$ cat src/rdp_cfg.svh
`ifndef RDP_CFG_SVH
`define RDP_CFG_SVH

// port offsets within the block of four, taken from address bits 1:0
`define RDP_OFS_DATA       2'h0
`define RDP_OFS_HIGH       2'h1
`define RDP_OFS_LOW        2'h2
`define RDP_OFS_BYTE       2'h3

// high address register fields
`define RDP_HI_WP_BIT      6
`define RDP_HI_BOARD_MSB   5
`define RDP_HI_BOARD_LSB   3
`define RDP_HI_BANK_MSB    2
`define RDP_HI_BANK_LSB    1
`define RDP_HI_A15_BIT     0
`define RDP_HI_WIDTH       7
`define RDP_LO_WIDTH       8
`define RDP_BYTE_WIDTH     7
`define RDP_MEM_AW         18

// reset values; protect is on so a host power-up cannot alter memory
`define RDP_HI_RST         7'h40
`define RDP_LO_RST         8'h00
`define RDP_BYTE_RST       7'h00

// base switch field: address bits 7:2
`define RDP_BASE_MSB       7
`define RDP_BASE_LSB       2
`define RDP_BASE_WIDTH     6
`define RDP_BOARD_SW_WIDTH 8

`endif

$ cat src/rdp_pkg.sv
package rdp_pkg;

    // run: normal port service; hung: data access hit a protected board
    typedef enum logic {
        RDP_RUN,
        RDP_HUNG
    } rdp_mode_t;

endpackage : rdp_pkg

$ cat src/rdp_port.sv
`timescale 1ns/100ps
`include "rdp_cfg.svh"

module rdp_port (
    // clock and reset
    input  wire logic                         clk,
    input  wire logic                         rst_n,
    // host i/o port access
    input  wire logic [7:0]                   io_addr,
    input  wire logic [7:0]                   io_wdata,
    input  wire logic                         io_wr,
    input  wire logic                         io_rd,
    // host read answer and wait
    output logic      [7:0]                   io_rdata_q,
    output logic                              io_rdata_oe_q,
    output logic                              io_wait_q,
    // setup switches, open reads as 1
    input  wire logic [`RDP_BASE_WIDTH-1:0]   base_sw,
    input  wire logic [`RDP_BOARD_SW_WIDTH-1:0] board_sw_open,
    // indicators, active high
    output logic                              access_led_q,
    output logic                              select_led_q,
    // memory array, board-local address
    output logic      [`RDP_MEM_AW-1:0]       mem_raddr_q,
    input  wire logic [7:0]                   mem_rdata,
    // memory write
    output logic      [`RDP_MEM_AW-1:0]       mem_waddr_q,
    output logic      [7:0]                   mem_wdata_q,
    output logic                              mem_we_q
);

    ////////////////////////////////////////////////////////////////////////
    // switch synchronisers

    logic [`RDP_BASE_WIDTH-1:0]     base_s;
    logic [`RDP_BOARD_SW_WIDTH-1:0] board_closed_s;

    rdp_sync #(
        .WIDTH (`RDP_BASE_WIDTH)
    ) u_base_sync (
        .clk      (clk),
        .rst_n    (rst_n),
        .async_in (base_sw),
        .sync_q   (base_s)
    );

    // the closed level is synchronised, so the cleared stages name no
    // board and the select light stays dark until the switches settle
    rdp_sync #(
        .WIDTH (`RDP_BOARD_SW_WIDTH)
    ) u_board_sync (
        .clk      (clk),
        .rst_n    (rst_n),
        .async_in (~board_sw_open),
        .sync_q   (board_closed_s)
    );

    ////////////////////////////////////////////////////////////////////////
    // port decode

    logic       hit;
    logic [1:0] ofs;
    logic       wr_hit;
    logic       rd_hit;
    logic       data_acc;
    logic       wr_data;
    logic       rd_data;
    logic       wr_high;
    logic       wr_low;
    logic       wr_byte;
    logic       go_xfer;
    logic       hang_req;

    // one strobe per cycle, so at most one of wr_data, rd_data, wr_high, wr_low and wr_byte is high
    always_comb begin
        hit      = (io_addr[`RDP_BASE_MSB:`RDP_BASE_LSB] == base_s);
        ofs      = io_addr[1:0];
        wr_hit   = hit && io_wr;
        rd_hit   = hit && io_rd;
        data_acc = (wr_hit || rd_hit) && (ofs == `RDP_OFS_DATA);
        wr_data  = wr_hit && (ofs == `RDP_OFS_DATA);
        rd_data  = rd_hit && (ofs == `RDP_OFS_DATA);
        wr_high  = wr_hit && (ofs == `RDP_OFS_HIGH);
        wr_low   = wr_hit && (ofs == `RDP_OFS_LOW);
        wr_byte  = wr_hit && (ofs == `RDP_OFS_BYTE);
    end

    ////////////////////////////////////////////////////////////////////////
    // address registers

    logic [`RDP_HI_WIDTH-1:0] hi_d;
    logic [`RDP_HI_WIDTH-1:0] hi_q;
    logic [`RDP_LO_WIDTH-1:0] lo_d;
    logic [`RDP_LO_WIDTH-1:0] lo_q;
    logic                     protect;
    logic [2:0]               board_fld;
    logic                     selected;
    logic                     sel_d;

    // bit 7 of the high register has no storage
    always_comb begin
        hi_d = hi_q;
        if (wr_high) begin
            hi_d = io_wdata[`RDP_HI_WIDTH-1:0];
        end
    end

    // protect comes out of reset set, so a host that powers up beside a
    // board on standby power cannot disturb its contents
    always_ff @(posedge clk) begin
        if (!rst_n) begin
            hi_q <= `RDP_HI_RST;
        end else begin
            hi_q <= hi_d;
        end
    end

    always_comb begin
        lo_d = lo_q;
        if (wr_low) begin
            lo_d = io_wdata;
        end
    end

    always_ff @(posedge clk) begin
        if (!rst_n) begin
            lo_q <= `RDP_LO_RST;
        end else begin
            lo_q <= lo_d;
        end
    end

    // select follows the field being written, so the light changes in
    // the same cycle as the memory address does
    always_comb begin
        protect   = hi_q[`RDP_HI_WP_BIT];
        board_fld = hi_q[`RDP_HI_BOARD_MSB:`RDP_HI_BOARD_LSB];
        selected  = board_closed_s[board_fld];
        sel_d     = board_closed_s[hi_d[`RDP_HI_BOARD_MSB:`RDP_HI_BOARD_LSB]];
    end

    ////////////////////////////////////////////////////////////////////////
    // byte location counter

    logic                       byte_clr;
    logic                       byte_load;
    logic                       byte_inc;
    logic [`RDP_BYTE_WIDTH-1:0] byte_d;
    logic [`RDP_BYTE_WIDTH-1:0] byte_q;

    always_comb begin
        byte_clr  = wr_low;
        // bit 7 of a byte register write is dropped at the counter
        byte_load = wr_byte;
        byte_inc  = go_xfer;
    end

    rdp_byte_ctr u_byte_ctr (
        .clk      (clk),
        .rst_n    (rst_n),
        .clr      (byte_clr),
        .load     (byte_load),
        .load_val (io_wdata[`RDP_BYTE_WIDTH-1:0]),
        .inc      (byte_inc),
        .cnt_d    (byte_d),
        .cnt_q    (byte_q)
    );

    ////////////////////////////////////////////////////////////////////////
    // mode: a data access to a protected board hangs the host

    rdp_pkg::rdp_mode_t mode_d;
    rdp_pkg::rdp_mode_t mode_q;

    // the hang does not look at the board select: a protected board
    // stalls the host even when it is not the one addressed
    always_comb begin
        hang_req = data_acc && protect;
        // a hung board ignores every data access until reset
        go_xfer  = data_acc && !protect && selected
                   && (mode_q == rdp_pkg::RDP_RUN);
    end

    always_comb begin
        mode_d   = mode_q;
        unique case (mode_q)
            rdp_pkg::RDP_RUN: begin
                if (hang_req) begin
                    mode_d = rdp_pkg::RDP_HUNG;
                end
            end
            rdp_pkg::RDP_HUNG: begin
                mode_d = rdp_pkg::RDP_HUNG;
            end
        endcase
    end

    always_ff @(posedge clk) begin
        if (!rst_n) begin
            mode_q <= rdp_pkg::RDP_RUN;
        end else begin
            mode_q <= mode_d;
        end
    end

    ////////////////////////////////////////////////////////////////////////
    // memory side

    logic [`RDP_MEM_AW-1:0] raddr_d;
    logic [`RDP_MEM_AW-1:0] waddr_d;
    logic [7:0]             wdata_d;
    logic                   we_d;
    logic [7:0]             rdata_d;
    logic                   rdata_oe_d;

    // read address tracks the next pointer, so memory data is ready
    // in the strobe cycle and the host never waits on a good board
    always_comb begin
        raddr_d = {hi_d[`RDP_HI_BANK_MSB:`RDP_HI_A15_BIT], lo_d, byte_d};
        waddr_d = mem_waddr_q;
        wdata_d = mem_wdata_q;
        we_d    = 1'b0;
        // the write lands at the pointer as it stood before the step
        if (go_xfer && wr_data) begin
            waddr_d = mem_raddr_q;
            wdata_d = io_wdata;
            we_d    = 1'b1;
        end
    end

    always_ff @(posedge clk) begin
        if (!rst_n) begin
            mem_raddr_q <= '0;
            mem_waddr_q <= '0;
            mem_wdata_q <= 8'h00;
            mem_we_q    <= 1'b0;
        end else begin
            mem_raddr_q <= raddr_d;
            mem_waddr_q <= waddr_d;
            mem_wdata_q <= wdata_d;
            mem_we_q    <= we_d;
        end
    end

    ////////////////////////////////////////////////////////////////////////
    // host read data

    // registers 1 to 3 are write only: the bus is left undriven
    always_comb begin
        rdata_d    = io_rdata_q;
        rdata_oe_d = 1'b0;
        if (go_xfer && rd_data) begin
            rdata_d    = mem_rdata;
            rdata_oe_d = 1'b1;
        end
    end

    always_ff @(posedge clk) begin
        if (!rst_n) begin
            io_rdata_q    <= 8'h00;
            io_rdata_oe_q <= 1'b0;
        end else begin
            io_rdata_q    <= rdata_d;
            io_rdata_oe_q <= rdata_oe_d;
        end
    end

    ////////////////////////////////////////////////////////////////////////
    // indicators and wait

    logic acc_led_d;
    logic sel_led_d;
    logic wait_d;

    // the access light is a one-cycle pulse per performed transfer; a
    // lamp driver has to stretch it to make it visible
    always_comb begin
        acc_led_d = go_xfer;
        sel_led_d = sel_d;
        wait_d    = (mode_d == rdp_pkg::RDP_HUNG);
    end

    always_ff @(posedge clk) begin
        if (!rst_n) begin
            access_led_q <= 1'b0;
            select_led_q <= 1'b0;
            io_wait_q    <= 1'b0;
        end else begin
            access_led_q <= acc_led_d;
            select_led_q <= sel_led_d;
            io_wait_q    <= wait_d;
        end
    end

endmodule : rdp_port

$ cat src/rdp_sync.sv
`timescale 1ns/100ps
`include "rdp_cfg.svh"

module rdp_sync #(
    parameter int WIDTH = 1
) (
    // clock and reset
    input  wire logic             clk,
    input  wire logic             rst_n,
    // asynchronous level in, synchronised level out
    input  wire logic [WIDTH-1:0] async_in,
    output logic      [WIDTH-1:0] sync_q
);

    logic [WIDTH-1:0] meta_q;

    // first stage is read only by the second stage
    always_ff @(posedge clk) begin
        if (!rst_n) begin
            meta_q <= '0;
            sync_q <= '0;
        end else begin
            meta_q <= async_in;
            sync_q <= meta_q;
        end
    end

endmodule : rdp_sync

$ cat src/rdp_byte_ctr.sv
`timescale 1ns/100ps
`include "rdp_cfg.svh"

module rdp_byte_ctr (
    // clock and reset
    input  wire logic                       clk,
    input  wire logic                       rst_n,
    // control
    input  wire logic                       clr,
    input  wire logic                       load,
    input  wire logic [`RDP_BYTE_WIDTH-1:0] load_val,
    input  wire logic                       inc,
    // count
    output logic      [`RDP_BYTE_WIDTH-1:0] cnt_d,
    output logic      [`RDP_BYTE_WIDTH-1:0] cnt_q
);

    // wraps within the 128 byte page; never carries into the page address
    always_comb begin
        cnt_d = cnt_q;
        if (clr) begin
            cnt_d = `RDP_BYTE_RST;
        end else if (load) begin
            cnt_d = load_val;
        end else if (inc) begin
            cnt_d = cnt_q + 7'h01;
        end
    end

    always_ff @(posedge clk) begin
        if (!rst_n) begin
            cnt_q <= `RDP_BYTE_RST;
        end else begin
            cnt_q <= cnt_d;
        end
    end

endmodule : rdp_byte_ctr

$ cat config.mk
export PLATFORM = sky130hd
export DESIGN_NAME = rdp_port
export DESIGN_NICKNAME = d
export VERILOG_FILES = /design/src/rdp_pkg.sv /design/src/rdp_port.sv /design/src/rdp_sync.sv /design/src/rdp_byte_ctr.sv
export VERILOG_INCLUDE_DIRS = /design/src /design/src/src
export SDC_FILE = /design/constraint.sdc
export NUM_CORES = 1
export LEC_CHECK = 0
export BUFFER_PORTS_ARGS = -buffer_cell sky130_fd_sc_hd__buf_2
export CAP_MARGIN = 20
export CORE_ASPECT_RATIO = 1.5
export CORE_MARGIN = 3
export CORE_UTILIZATION = 30
export DETAILED_ROUTE_END_ITERATION = 10
export GPL_TIMING_DRIVEN = 0
export HOLD_SLACK_MARGIN = 0.03
export PLACE_DENSITY = 0.49
export SLEW_MARGIN = 30
export SYNTH_ARGS = -nofsm -noshare
export SYNTH_HDL_FRONTEND = slang
export SYNTH_HIERARCHICAL = 1
export SYNTH_SLANG_ARGS = --single-unit
$ cat constraint.sdc
create_clock -name clk -period 3.3 [get_ports clk]
set_input_delay 0.66 -clock clk [delete_from_list [all_inputs] [get_ports clk]]
set_output_delay 0.66 -clock clk [all_outputs]
set_load 0.1 [all_outputs]
==> reports/results.md <==
### Timing
* RSZ-0062 raised after global routing: no
* worst-case setup margin in the final layout: 276 ps
* FMAX: 0.331 GHz
* portion of the clock cycle consumed by the worst path in the final layout: 91.6%
* total count of max-transition violations in the final report: 0
* Final setup viols: 0
* final worst clock skew: 9.77 ps
* slew at the pin closest to its max-slew limit: 701 ps
* post-route minimum period: 3020 ps
* Hold Vio Cnt, Final: 0
* max_slew headroom: 52.9%

### Finish
* antenna fix cells: 0
* share of layout cells above drive strength 1: 32.2%
* final core occ: 39.0%
* fill cell total of the finished layout: 1315
* final net count: 551
* Sequential cell area: 1920 µm²
* area taken by multi-input logic gates: 1750 µm²
* synth-to-layout area growth: 26.1%

### Die
* x dimension of the die: 99.2 µm
* cell row count: 50
* boundary pin count: 99
* die outline area: 14500 µm²
* floorplan die height: 146 µm
* Initial Utilization: 30.9%
* Core Region: 12600 µm²

### Synthesis
* flop and latch count out of synthesis: 96
* total number of yosys warnings: 6
* EDFF count, synth: 0
* commonest cells in the synthesized netlist: dfxtp_1, nand2_1, nand3_1
* Post-Syn Instances: 399
* distinct cell type count after synthesis: 49
* mean instance size in the synthesized netlist: 9.80 µm²
* synthesized netlist net count: 442
* area fraction of the dominant cell type after synthesis: 49.2%
* Post-synth ARST share: 0%
* part of the Yosys area used for sequential elements: 49.2%
* most instantiated library cell after synthesis: dfxtp_1
* post-synthesis instance area: 3910 µm²
* Synth area leader: dfxtp_1
* largest cells by area after synthesis: dfxtp_1, mux2i_1, nand3_1, nand2_1, and2_2
* dominant synthesized flop cell: dfxtp_1

### Hold path
* source of the worst hold timing path: u_board_sync/meta_q[1]$_SDFF_PN0_
* worst min-delay path category: reg2reg

### Drt
* drc violations: 0
* routed via count: 3011
* number of iterations in the first detailed-routing pass: 4
* Routed Antenna Nets: 0
* number of vias per cell after detailed routing: 4.50
* WL/cell: 14.0 µm
* starting DRC count in detailed routing: 107
* wire length reported by the detailed router: 9390 µm

### Setup path
* Critical Path Source: io_addr[5]
* worst reg2reg startpoint: u_base_sync/sync_q[3]$_SDFF_PN0_
* startpoint type of the worst setup path: primary input
* critical setup path kind: in2reg
* crit-path leading delay family: simple AND/OR/NAND/NOR gates
* worst path cell trace: buf_2 > xnor2_1 > nand4_2 > nor4_4 > nor4b_2 > o21a_1 > buf_6 > nand4_4 > or3_1 > a311oi_1 > and2_1
* Req. time, crit path: 3580 ps
* Worst Path Max Fanout: 7
* data arrival time of the worst path: 3310 ps
* Slowest-stage cell, CP: nor4b_2
* Setup crit end kind: register
* maximum cell stage delay along the critical path: 390 ps
* count of buffering cells on the critical path with inverters included: 2

### CTS
* count of instances resized after the clock tree is built: 0
* total CTS buffers: 9
* clock sink total: 96
* root buffer cell: clkbuf_16
* Clk Latency, worst-skew pair: 340 ps
* clock slew at reported path FFs: 60 ps
* number of buffers on the longest clock path: 2
* number of buffers inserted by post-CTS setup repair: 0
* quantity of hold-fixing buffers added after cts: 0
* number of H-tree branching levels: 3
* clock tree from TritonCTS: built

### Power and ir drop
* static power due to leakage: 2.14 nW
* power after layout: 2.46 mW
* maximum vdd drop: 0.222 mV
* Power per Cell Area: 499 nW/µm²

### Place
* detailed placer's ending HPWL: 7200 µm
* final weighted congestion in routability-driven placement: 0.796
* quantity of I/O buffers inserted on ports: 98
* post-placement worst setup slack: -59.1 ps

### GRT
* global-route track usage on met3: 2.59%
* Total Routing Usage GR: 13.2%
* via count of the first global-routing pass: 3001
* met1 usage: 14.8%
* antenna violations before repair: 0
* routing layer with the top usage in global route: met2
* pin count of the biggest net entering global routing: 17
* GRT Residual Overflow: 0
* first-pass GRT wire length: 15100 µm
* GRT met2 Usage: 22.9%

### Run status
* result of the run: completed

### Run
* Max Cap Violations: 0

[worst reg2reg max path, cell delays in order (launching register included)]
cell      delay (ps)
dfxtp_1          310
xnor2_1          230
nand4_2          280
nor4_4           380
nor4b_2          390
o21a_1           210
buf_6            140
nand4_4          120
or3_1            380
a311oi_1         280
and2_1           160
[power by group]
part	total, mW	internal (mW)	switching, mW
Clock	1.14	0.687	0.450
Sequential	1.18	1.18	0.00662
Combinational	0.137	0.0553	0.0813
Total	2.46	1.92	0.538
[per-stage QoR]
step / hold WS, ps / setup TNS [ps] / instance area [µm²] / cells
detailed placement: 419 / -59.1 / 4600 / 653
global placement: 417 / -16.4 / 4590 / 653
global route: 448 / 0 / 4930 / 669
finish: 433 / 0 / 4930 / 669
CTS: 434 / 0 / 4930 / 669
floorplan: 412 / 0 / 3910 / 399
[routing by layer]
metal	wire length (µm)	vias up
met2	4740	86
met4	250	0
met3	542	17
met1	3860	1341
met5	0	-
li1	-	1567
[placed cells by master, fill, tap and decap left out, types with 12 or more instances in the layout]
cell type | Yosys | final
dfxtp_1 | 96 | 96
nand3_1 | 34 | 34
and2_1 | 18 | 18
nand2_1 | 44 | 44
inv_1 | 12 | 12
buf_2 | 5 | 103
o21ai_0 | 28 | 28
nor2b_1 | 18 | 18
mux2i_1 | 22 | 22
and2_2 | 20 | 20
[cell type report]
| class | instances | share of cell area, % |
|---|---|---|
| timing repair buffer | 98 | 9.95 |
| multi-input combinational | 261 | 35.5 |
| buffer | 30 | 4.01 |
| clock buffer | 10 | 4.85 |
| clock inverter | 6 | 1.83 |
| sequential | 96 | 39.0 |
| tap | 156 | 3.96 |
| inverter | 12 | 0.914 |
[sequential cells by signal, indices dropped and copies added (netlist names)]
register,count
mem_waddr_q,18
io_rdata_q,8
mem_raddr_q,8
mem_wdata_q,8
u_board_sync/meta_q,8
u_board_sync/sync_q,8
hi_q,7
lo_q,7
u_byte_ctr/cnt_q,7
u_base_sync/meta_q,6
u_base_sync/sync_q,6
access_led_q,1
io_rdata_oe_q,1
io_wait_q,1
mem_we_q,1
select_led_q,1
[final timing paths]
path                                            end  slack (ps)  depth (start not counted)
setup / recovery          mem_raddr_q[5]$_SDFF_PN0_         280                         11
hold / removal    u_board_sync/sync_q[1]$_SDFF_PN0_         430                          1
setup reg to reg          mem_raddr_q[5]$_SDFF_PN0_         370                         10
hold reg to reg   u_board_sync/sync_q[1]$_SDFF_PN0_         430                          1
[kinds of logic after synthesis]
group           after synthesis  synth area share (%)
xor+xnor                      9                  2.02
mux                          28                  8.48
buf+inv                      42                  6.21
fa+ha+maj                     1                 0.320
simple gates                169                  25.6
flops                        96                  49.2
compound gates               54                  8.16
(Power assumes the default switching activity.)
